--- config.mk ---
export PLATFORM = sky130hd
export DESIGN_NAME = ssf_status
export DESIGN_NICKNAME = d
export VERILOG_FILES = /design/src/hdl/ssf_status.v /design/src/hdl/ssf_flag.v
export VERILOG_INCLUDE_DIRS = /design/src /design/src/hdl
export SDC_FILE = /design/constraint.sdc
export NUM_CORES = 1
export LEC_CHECK = 0
export BUFFER_PORTS_ARGS = -buffer_cell sky130_fd_sc_hd__buf_4
export CAP_MARGIN = 20
export CELL_PAD_IN_SITES_DETAIL_PLACEMENT = 1
export CELL_PAD_IN_SITES_GLOBAL_PLACEMENT = 1
export CORE_ASPECT_RATIO = 2
export CORE_UTILIZATION = 38
export CTS_CLUSTER_SIZE = 12
export DETAILED_ROUTE_END_ITERATION = 6
export GPL_TIMING_DRIVEN = 1
export PLACE_DENSITY = 0.84
export SYNTH_ARGS = -nofsm -noshare
export SYNTH_HDL_FRONTEND = slang
export SYNTH_SLANG_ARGS = --single-unit
--- constraint.sdc ---
create_clock -name clock -period 1.1 [get_ports clock]
set_clock_uncertainty 0.05 [all_clocks]
set_input_delay 0.055 -clock clock [delete_from_list [all_inputs] [get_ports clock]]
set_output_delay 0.055 -clock clock [all_outputs]
set_load 0.02 [all_outputs]
--- src/hdl/ssf_defs.vh ---
`ifndef SSF_DEFS_VH
`define SSF_DEFS_VH
// Register offsets
`define SSF_ADDR_STATUS 4'h0
`define SSF_ADDR_CONTROL 4'h1
// Status bit positions
`define SSF_BIT_TX_EMPTY 7
`define SSF_BIT_RX_FULL 6
`define SSF_BIT_OVERRUN 5
`define SSF_BIT_FRAMING 4
`define SSF_BIT_PARITY 3
`define SSF_BIT_TX_END 2
`define SSF_BIT_RX_MP 1
`define SSF_BIT_TX_MP 0
// Control bit positions
`define SSF_BIT_TX_ENABLE 0
`define SSF_BIT_RX_ENABLE 1
`define SSF_BIT_TX_END_IE 2
// Reset values
`define SSF_STATUS_RESET 8'h84
`define SSF_CONTROL_RESET 8'h00
`endif

--- src/hdl/ssf_status.v ---
`timescale 1ns/10ps
`include "ssf_defs.vh"

module ssf_status (
    input wire clock,
    input wire resetn,
    input wire standby,
    input wire [3:0] address,
    input wire [7:0] write_data,
    input wire write_strobe,
    input wire read_strobe,
    output reg [7:0] read_data,
    input wire tx_load,
    input wire tx_last_bit,
    input wire xfer_tx_write,
    input wire rx_done,
    input wire rx_stop_bit,
    input wire rx_parity_ok,
    input wire rx_mp_bit_in,
    input wire xfer_rx_read,
    output wire transmitter_enable,
    output wire receiver_enable,
    output wire tx_multiproc_bit,
    output wire tx_empty_request,
    output wire rx_full_request,
    output wire tx_end_request
);
    // ****************************************
    // Reset synchroniser
    // ****************************************
    reg [1:0] reset_sync;
    wire reset;

    always @(posedge clock or negedge resetn) begin
        if (!resetn)
            reset_sync <= 2'b00;
        else
            reset_sync <= {reset_sync[0], 1'b1};
    end
    assign reset = ~reset_sync[1];

    // ****************************************
    // Register access decode
    // ****************************************
    wire status_write;
    wire status_read;
    wire [7:0] status;
    reg [7:0] control;
    reg tx_mp_bit;
    reg rx_mp_bit;
    reg transmit_end;
    wire tx_holding_empty;
    wire rx_holding_full;
    wire overrun_error;
    wire framing_error;
    wire parity_error;

    assign status_write = write_strobe && (address == `SSF_ADDR_STATUS);
    assign status_read = read_strobe && (address == `SSF_ADDR_STATUS);
    assign transmitter_enable = control[`SSF_BIT_TX_ENABLE];
    assign receiver_enable = control[`SSF_BIT_RX_ENABLE];

    function clear_req;
        input integer pos;
        input [7:0] data;
        input wr;
        begin
            clear_req = wr && !data[pos];
        end
    endfunction

    // ****************************************
    // Receive events
    // ****************************************
    wire rx_event;
    wire rx_overrun;
    wire rx_framing;
    wire rx_parity;
    wire rx_clean;

    assign rx_event = rx_done && receiver_enable;
    assign rx_overrun = rx_event && rx_holding_full;
    assign rx_framing = rx_event && !rx_overrun && !rx_stop_bit;
    assign rx_parity = rx_event && !rx_overrun && !rx_parity_ok;
    assign rx_clean = rx_event && !rx_overrun && rx_stop_bit && rx_parity_ok;

    // ****************************************
    // Clearable flags
    // ****************************************
    wire empty_sw_clear;
    wire empty_set;

    // set by transmitter off or load
    assign empty_set = !transmitter_enable || tx_load;
    ssf_flag #(.RESET_VALUE(1'b1)) u_tx_empty (
        .clock(clock),
        .reset(reset),
        .standby(standby),
        .set(empty_set),
        .hw_clear(xfer_tx_write),
        .read_seen(status_read),
        .write_zero(clear_req(`SSF_BIT_TX_EMPTY, write_data, status_write)),
        .flag(tx_holding_empty)
    );

    ssf_flag #(.RESET_VALUE(1'b0)) u_rx_full (
        .clock(clock),
        .reset(reset),
        .standby(standby),
        .set(rx_clean),
        .hw_clear(xfer_rx_read),
        .read_seen(status_read),
        .write_zero(clear_req(`SSF_BIT_RX_FULL, write_data, status_write)),
        .flag(rx_holding_full)
    );

    ssf_flag #(.RESET_VALUE(1'b0)) u_overrun (
        .clock(clock),
        .reset(reset),
        .standby(standby),
        .set(rx_overrun),
        .hw_clear(1'b0),
        .read_seen(status_read),
        .write_zero(clear_req(`SSF_BIT_OVERRUN, write_data, status_write)),
        .flag(overrun_error)
    );

    ssf_flag #(.RESET_VALUE(1'b0)) u_framing (
        .clock(clock),
        .reset(reset),
        .standby(standby),
        .set(rx_framing),
        .hw_clear(1'b0),
        .read_seen(status_read),
        .write_zero(clear_req(`SSF_BIT_FRAMING, write_data, status_write)),
        .flag(framing_error)
    );

    ssf_flag #(.RESET_VALUE(1'b0)) u_parity (
        .clock(clock),
        .reset(reset),
        .standby(standby),
        .set(rx_parity),
        .hw_clear(1'b0),
        .read_seen(status_read),
        .write_zero(clear_req(`SSF_BIT_PARITY, write_data, status_write)),
        .flag(parity_error)
    );

    // ****************************************
    // Transmit end tracking
    // ****************************************
    reg empty_armed;
    wire end_set;

    // Shadow of the holding-empty read arming, dropped on any set
    always @(posedge clock or posedge reset) begin
        if (reset) begin
            empty_armed <= 1'b0;
        end else if (standby || empty_sw_clear || xfer_tx_write
            || empty_set) begin
            empty_armed <= 1'b0;
        end else if (status_read && tx_holding_empty) begin
            empty_armed <= 1'b1;
        end
    end
    assign empty_sw_clear = empty_armed
        && clear_req(`SSF_BIT_TX_EMPTY, write_data, status_write);

    // set on transmitter off or last bit with holding register empty
    assign end_set = !transmitter_enable
        || (tx_last_bit && tx_holding_empty);

    always @(posedge clock or posedge reset) begin
        if (reset) begin
            transmit_end <= 1'b1;
        end else if (standby || end_set) begin
            transmit_end <= 1'b1;
        end else if (empty_sw_clear || xfer_tx_write) begin
            transmit_end <= 1'b0;
        end
    end

    // ****************************************
    // Multiprocessor bits and control
    // ****************************************
    always @(posedge clock or posedge reset) begin
        if (reset) begin
            rx_mp_bit <= 1'b0;
            tx_mp_bit <= 1'b0;
            control <= `SSF_CONTROL_RESET;
        end else if (standby) begin
            rx_mp_bit <= 1'b0;
            tx_mp_bit <= 1'b0;
            control <= `SSF_CONTROL_RESET;
        end else begin
            if (rx_event)
                rx_mp_bit <= rx_mp_bit_in;
            if (status_write)
                tx_mp_bit <= write_data[`SSF_BIT_TX_MP];
            if (write_strobe && address == `SSF_ADDR_CONTROL)
                control <= write_data;
        end
    end

    assign tx_multiproc_bit = tx_mp_bit;
    assign tx_empty_request = tx_holding_empty && transmitter_enable;
    assign rx_full_request = rx_holding_full && receiver_enable;
    assign tx_end_request = transmit_end && control[`SSF_BIT_TX_END_IE];

    // ****************************************
    // Read data
    // ****************************************
    assign status = {tx_holding_empty, rx_holding_full, overrun_error,
        framing_error, parity_error, transmit_end, rx_mp_bit, tx_mp_bit};

    always @(posedge clock or posedge reset) begin
        if (reset) begin
            read_data <= 8'h00;
        end else if (read_strobe) begin
            case (address)
                `SSF_ADDR_STATUS: read_data <= status;
                `SSF_ADDR_CONTROL: read_data <= {5'h00, control[2:0]};
                default: read_data <= 8'h00;
            endcase
        end else begin
            read_data <= 8'h00;
        end
    end
endmodule // ssf_status

--- src/hdl/ssf_flag.v ---
`timescale 1ns/10ps
`include "ssf_defs.vh"

// ****************************************
// Clearable flag with read-one-then-write-zero
// ****************************************
module ssf_flag #(
    parameter RESET_VALUE = 1'b0
) (
    input wire clock,
    input wire reset,
    input wire standby,
    input wire set,
    input wire hw_clear,
    input wire read_seen,
    input wire write_zero,
    output reg flag
);
    reg armed;
    wire sw_clear;

    assign sw_clear = write_zero && armed;

    always @(posedge clock or posedge reset) begin
        if (reset) begin
            flag <= RESET_VALUE;
            armed <= 1'b0;
        end else if (standby) begin
            flag <= RESET_VALUE;
            armed <= 1'b0;
        end else begin
            // Set wins over any clear
            if (set)
                flag <= 1'b1;
            else if (sw_clear || hw_clear)
                flag <= 1'b0;
            if (set || sw_clear || hw_clear)
                armed <= 1'b0;
            else if (read_seen && flag)
                armed <= 1'b1;
        end
    end
endmodule // ssf_flag

# Yosys cells after proc, flatten, opt, wreduce, memory -nomap -nowiden
# Cells that the tools add are included.
dict set report classes {
  reduce_logical 71
  muxes 41
  eq_ne 1
}
# op n
set op_table {}
lappend op_table {{$mux W1} 37}
lappend op_table {{$logic_and A1 B1 Y1} 30}
lappend op_table {{$reduce_bool A3 Y1} 10}
lappend op_table {{$logic_or A1 B1 Y1} 16}
lappend op_table {{$pmux W8 S2} 1}
lappend op_table {{$reduce_bool A2 Y1} 5}
lappend op_table {{$logic_not A1 Y1} 9}
lappend op_table {{$mux W8} 1}
lappend op_table {{$mux W3} 2}
lappend op_table {{$eq A4 B1 Y1 const B} 1}
lappend op_table {{$logic_not A4 Y1} 1}
dict set report totals {
  register_bits 27
  word_cells 130
}

# Logic depth before layout (Yosys ltp)
dict set report logic_depth {
  depth_word 10
  depth_mapped 5
}

# Hierarchy
# From an unflattened synthesis, not the netlist that was laid out.
dict set report hier_totals {
  hier_cells 122
  area_unflattened_um2 1301.2
}
# module seq_area_each_um2 area_each_um2 n_inst cells_each
set by_module_without_submodules {}
lappend by_module_without_submodules {ssf_status 426.7 777.0 1 73}
lappend by_module_without_submodules {{ssf_flag at u_framing ...} 50.0 102.6 4 10}
lappend by_module_without_submodules {{ssf_flag at u_tx_empty} 51.3 113.9 1 9}

# Least setup slack after synthesis
# Ideal clock, no wire load.
dict set report synth_path {
  path_kind {input -> register}
  start {in address[3]}
  end {reg u_framing.flag}
  t_required_ns 0.921
  arrival_time_ns 1.067
  stages 4
  setup_time_ns 0.129
  slack_ns -0.145
  path_cell_list {or4b_4 buf_6 nor4b_2 o32ai_1}
}
dict set report synth_via {
  elab_chain_cells 5
}
# element line
set synth_rtl {}
lappend synth_rtl {{start: declaration} ssf_status.v:8} ;# input wire [3:0] address,
lappend synth_rtl {{$logic_not A4 Y1} -}
lappend synth_rtl {{$logic_and A1 B1 Y1} ssf_status.v:58} ;# assign status_write = write_strobe && (address == `SSF_ADDR_STATUS);
lappend synth_rtl {{$logic_and A1 B1 Y1} ssf_status.v:68} ;# clear_req = wr && !data[pos];
lappend synth_rtl {{$logic_and A1 B1 Y1} ssf_flag.v:22} ;# assign sw_clear = write_zero && armed;
lappend synth_rtl {{$reduce_bool A3 Y1 (no source line)} -}
lappend synth_rtl {{end signal: assignment} ssf_flag.v:26} ;# flag <= RESET_VALUE;
lappend synth_rtl {{end signal: assignment} ssf_flag.v:29} ;# flag <= RESET_VALUE;
lappend synth_rtl {{end signal: assignment} ssf_flag.v:34} ;# flag <= 1'b1;
lappend synth_rtl {{end: declaration} ssf_flag.v:17} ;# output reg flag
# No other way between the ends.
# A chain may end at the register's enable or synchronous reset.

# Worst setup path after layout
dict set report layout_path {
  start {reg control[1]}
  end {out rx_full_request}
}
dict set report layout_via {
  elab_chain_cells 1
}
# element line
set layout_rtl {}
lappend layout_rtl {{start: declaration} ssf_status.v:48} ;# reg [7:0] control;
lappend layout_rtl {{start signal: assignment} ssf_status.v:191} ;# control <= `SSF_CONTROL_RESET;
lappend layout_rtl {{start signal: assignment} ssf_status.v:195} ;# control <= `SSF_CONTROL_RESET;
lappend layout_rtl {{start signal: assignment} ssf_status.v:202} ;# control <= write_data;
lappend layout_rtl {{$logic_and A1 B1 Y1} ssf_status.v:208} ;# assign rx_full_request = rx_holding_full && receiver_enable;
lappend layout_rtl {{end: declaration} ssf_status.v:25} ;# output wire rx_full_request,
# No other way between the ends.

==> impl_metrics.toml <==
[worst_setup_path]
start_kind = "flop"
cp_max_fo = 3
crit_type = "flop to output port"
crit_path_end_kind = "output port"
cp.arrival_ns = 1.11
required_ns = 1.00

[place]
dp_hpwl_um = 2538
port_buffers = 38
place_ws_ns = -0.3245
gp_congestion = 0.8256

[clock_network]
cts_buffers = 3
clockRootBuffer = "clkbuf_8"
cts.sinks = 27
clk_latency_ns = 0.28
clkTransAtPathRegs_ns = 0.10
clk_path_buf_depth = 2
cts_tree = "built"
ctsHtreeMaxLevel = 1

[job]
drv_cap = 0

[floorplan]
pin_count = 39
fp.coreArea_mm2 = 0.003157
die_x_um = 42.74
dieArea_mm2 = 0.003567
start_util = 0.3995
die_h_um = 83.47
num_rows = 29

[synth]
ys_ff_latch = 27
synthFlopType = "dfrtp_1"
synth_top_area_frac = 0.4960
synthArstFlopShare = 1.000
yosysWarnings = 0
synth_cell_type_count = 30
synthTopCellsByArea = "dfrtp_1, nor4b_4, dfstp_2"
syn_inst = 111
syn_avg_cell_area_um2 = 11.36
synth_top_area_cell = "dfrtp_1"
synth_area_mm2 = 0.001261
syn-num-nets = 136
synth-seq-area-share = 0.5377
synth_edf_count = 0

[grt]
grt_util_all_layers = 0.2468
grt.overflow.total = 0
antenna_found_initial = 0
grt_pass1_wl_um = 6561
grt_pass1_vias = 1333
grt_max_degree = 26

[sta]
hold_violations = 0
setup_viol = 14
grt_setup_unrepaired = "true"
achievable-frequency_ghz = 0.8212
fin_crit_sh = 1.107
holdWs_ns = 0.003849
slew_viol_final = 0
min_period_ns = 1.218
fin_ws_ns = -0.1178

[layout]
largest_reg_flops = 8
drive_gt1_frac = 0.5082
syn2layout_area_growth_pct = 65.67
nNetsFinal = 209
top_regs = "read_data x8, control x3, reset_sync x2"
largest_register = "read_data"
insertedDiodeCount = 0

[route]
wl_per_cell_um = 19.86
ant_nets = 0
drt_iter0_drc = 18
drc = 0
routed_wl_um = 4249
num_vias = 1203
first_pass_iters = 4
vias_per_cell = 5.621

[power]
p_leak_nw = 0.9295
cellPowerDensity_mw_per_mm2 = 896.1
vdd_drop_max_mv = 0.7880

[hold_path]
worstHoldPathType = "input pin to flop"

[run_status]
status = "complete, but fails checks"
violations = "setup timing"
[layer usage]
layer | global-route usage | wire [um]
met1 | 0.2825 | 1565
met2 | 0.4325 | 2398
met3 | 0.02381 | 98
met4 | 0.1278 | 187
met5 | 0 | 0
[repair_timing]
action / in CTS / in global routing
pin swaps: 4 / 7
hold buffers: 13 / 1
setup endpoints to repair: 10 / 15
gates cloned: 1 / 0
endpoints found under the hold margin: 17 / 1
buffers inserted: 6 / 2
gates resized for setup: 19 / 14
[metrics by stage]
| step | setup TNS (ns) | cell area [um2] | power, mW | std cells | utilization |
|---|---|---|---|---|---|
| detailed placement | -5.518 | 1685 | 1.237 | 189 | 0.5339 |
| CTS | -0.6789 | 2009 | 1.873 | 213 | 0.6365 |
| global placement | -4.811 | 1685 | 1.229 | 189 | 0.5339 |
| floorplan | -1.452 | 1276 | 1.099 | 111 | - |
| finish | -0.9108 | 2090 | 1.872 | 214 | 0.6619 |
| global route | -1.305 | 2090 | 1.946 | 214 | 0.6619 |
[report_power, final]
group / leakage [nW] / internal, mW / switching (mW)
sequential: 0.362 / 1.00 / 0.00410
combinational: 0.546 / 0.149 / 0.134
clock: 0.0217 / 0.258 / 0.328
total: 0.929 / 1.41 / 0.466
[layout by cell type, fill, tap and decap left out, types with 4 or more instances in the layout]
master / synthesis / routed
buf_4: 0 / 46
dfrtp_1: 25 / 23
dlygate4sd3_1: 0 / 12
buf_6: 1 / 11
nor2_1: 7 / 6
nor4b_4: 4 / 6
nand3_1: 6 / 6
a21oi_1: 6 / 6
a31oi_1: 6 / 5
nand2_1: 4 / 4
o21ai_0: 5 / 4
[path summary, 6_finish.rpt]
kind | start | to | slack [ns] | depth (start not counted)
max | control[1]$_DFFE_PN0P_ | rx_full_request | -0.12 | 3
min | tx_load | u_tx_empty.armed$_DFFE_PN0P_ | 0.004 | 3
max reg2reg | u_rx_full.flag$_DFFE_PN0P_ | u_rx_full.armed$_DFFE_PN0P_ | -0.10 | 4
min reg2reg | reset_sync[1]$_DFF_PN0_ | u_overrun.flag$_DFFE_PN0P_ | 0.20 | 1
max in group asynchronous | reset_sync[1]$_DFF_PN0_ | u_tx_empty.flag$_DFFE_PN1P_ | 0.51 | 1
min in group asynchronous | resetn | reset_sync[1]$_DFF_PN0_ | 0.04 | 2
[critical path, cell delays in order, from the launching register on]
cell	delay, ns
dfrtp_2	0.44
buf_6	0.13
and2_4	0.15
buf_6	0.12
[layout make-up]
type	count	area, um2
inverters	3	11.26
multi-input cells	77	665.6
well taps	31	38.79
repair buffers	72	644.4
clock inverters	1	7.507
fillers	327	1067
clock buffers	3	41.29
flip-flops and latches	27	680.7
[synth_stat cells (all sizes together), types with 3 or more instances]
library cell  count
nor4b             8
and3              4
nor2              7
mux2i             3
nor4              3
and2              3
nand3             6
nor3              5
o21ai             7
a21oi             6
nand2             4
a31oi             6
inv               3
nand2b            4
dfrtp            25
clkbuf            3
[kinds of logic after synthesis]
kind of cell,synth area share
multiplexers,0.02381
AO/OA/AOI/OAI,0.1052
AND/OR/NAND/NOR,0.2986
buffers and inverters,0.03174
flip-flops,0.5377
other,0.002973
(Power assumes the default switching activity.)
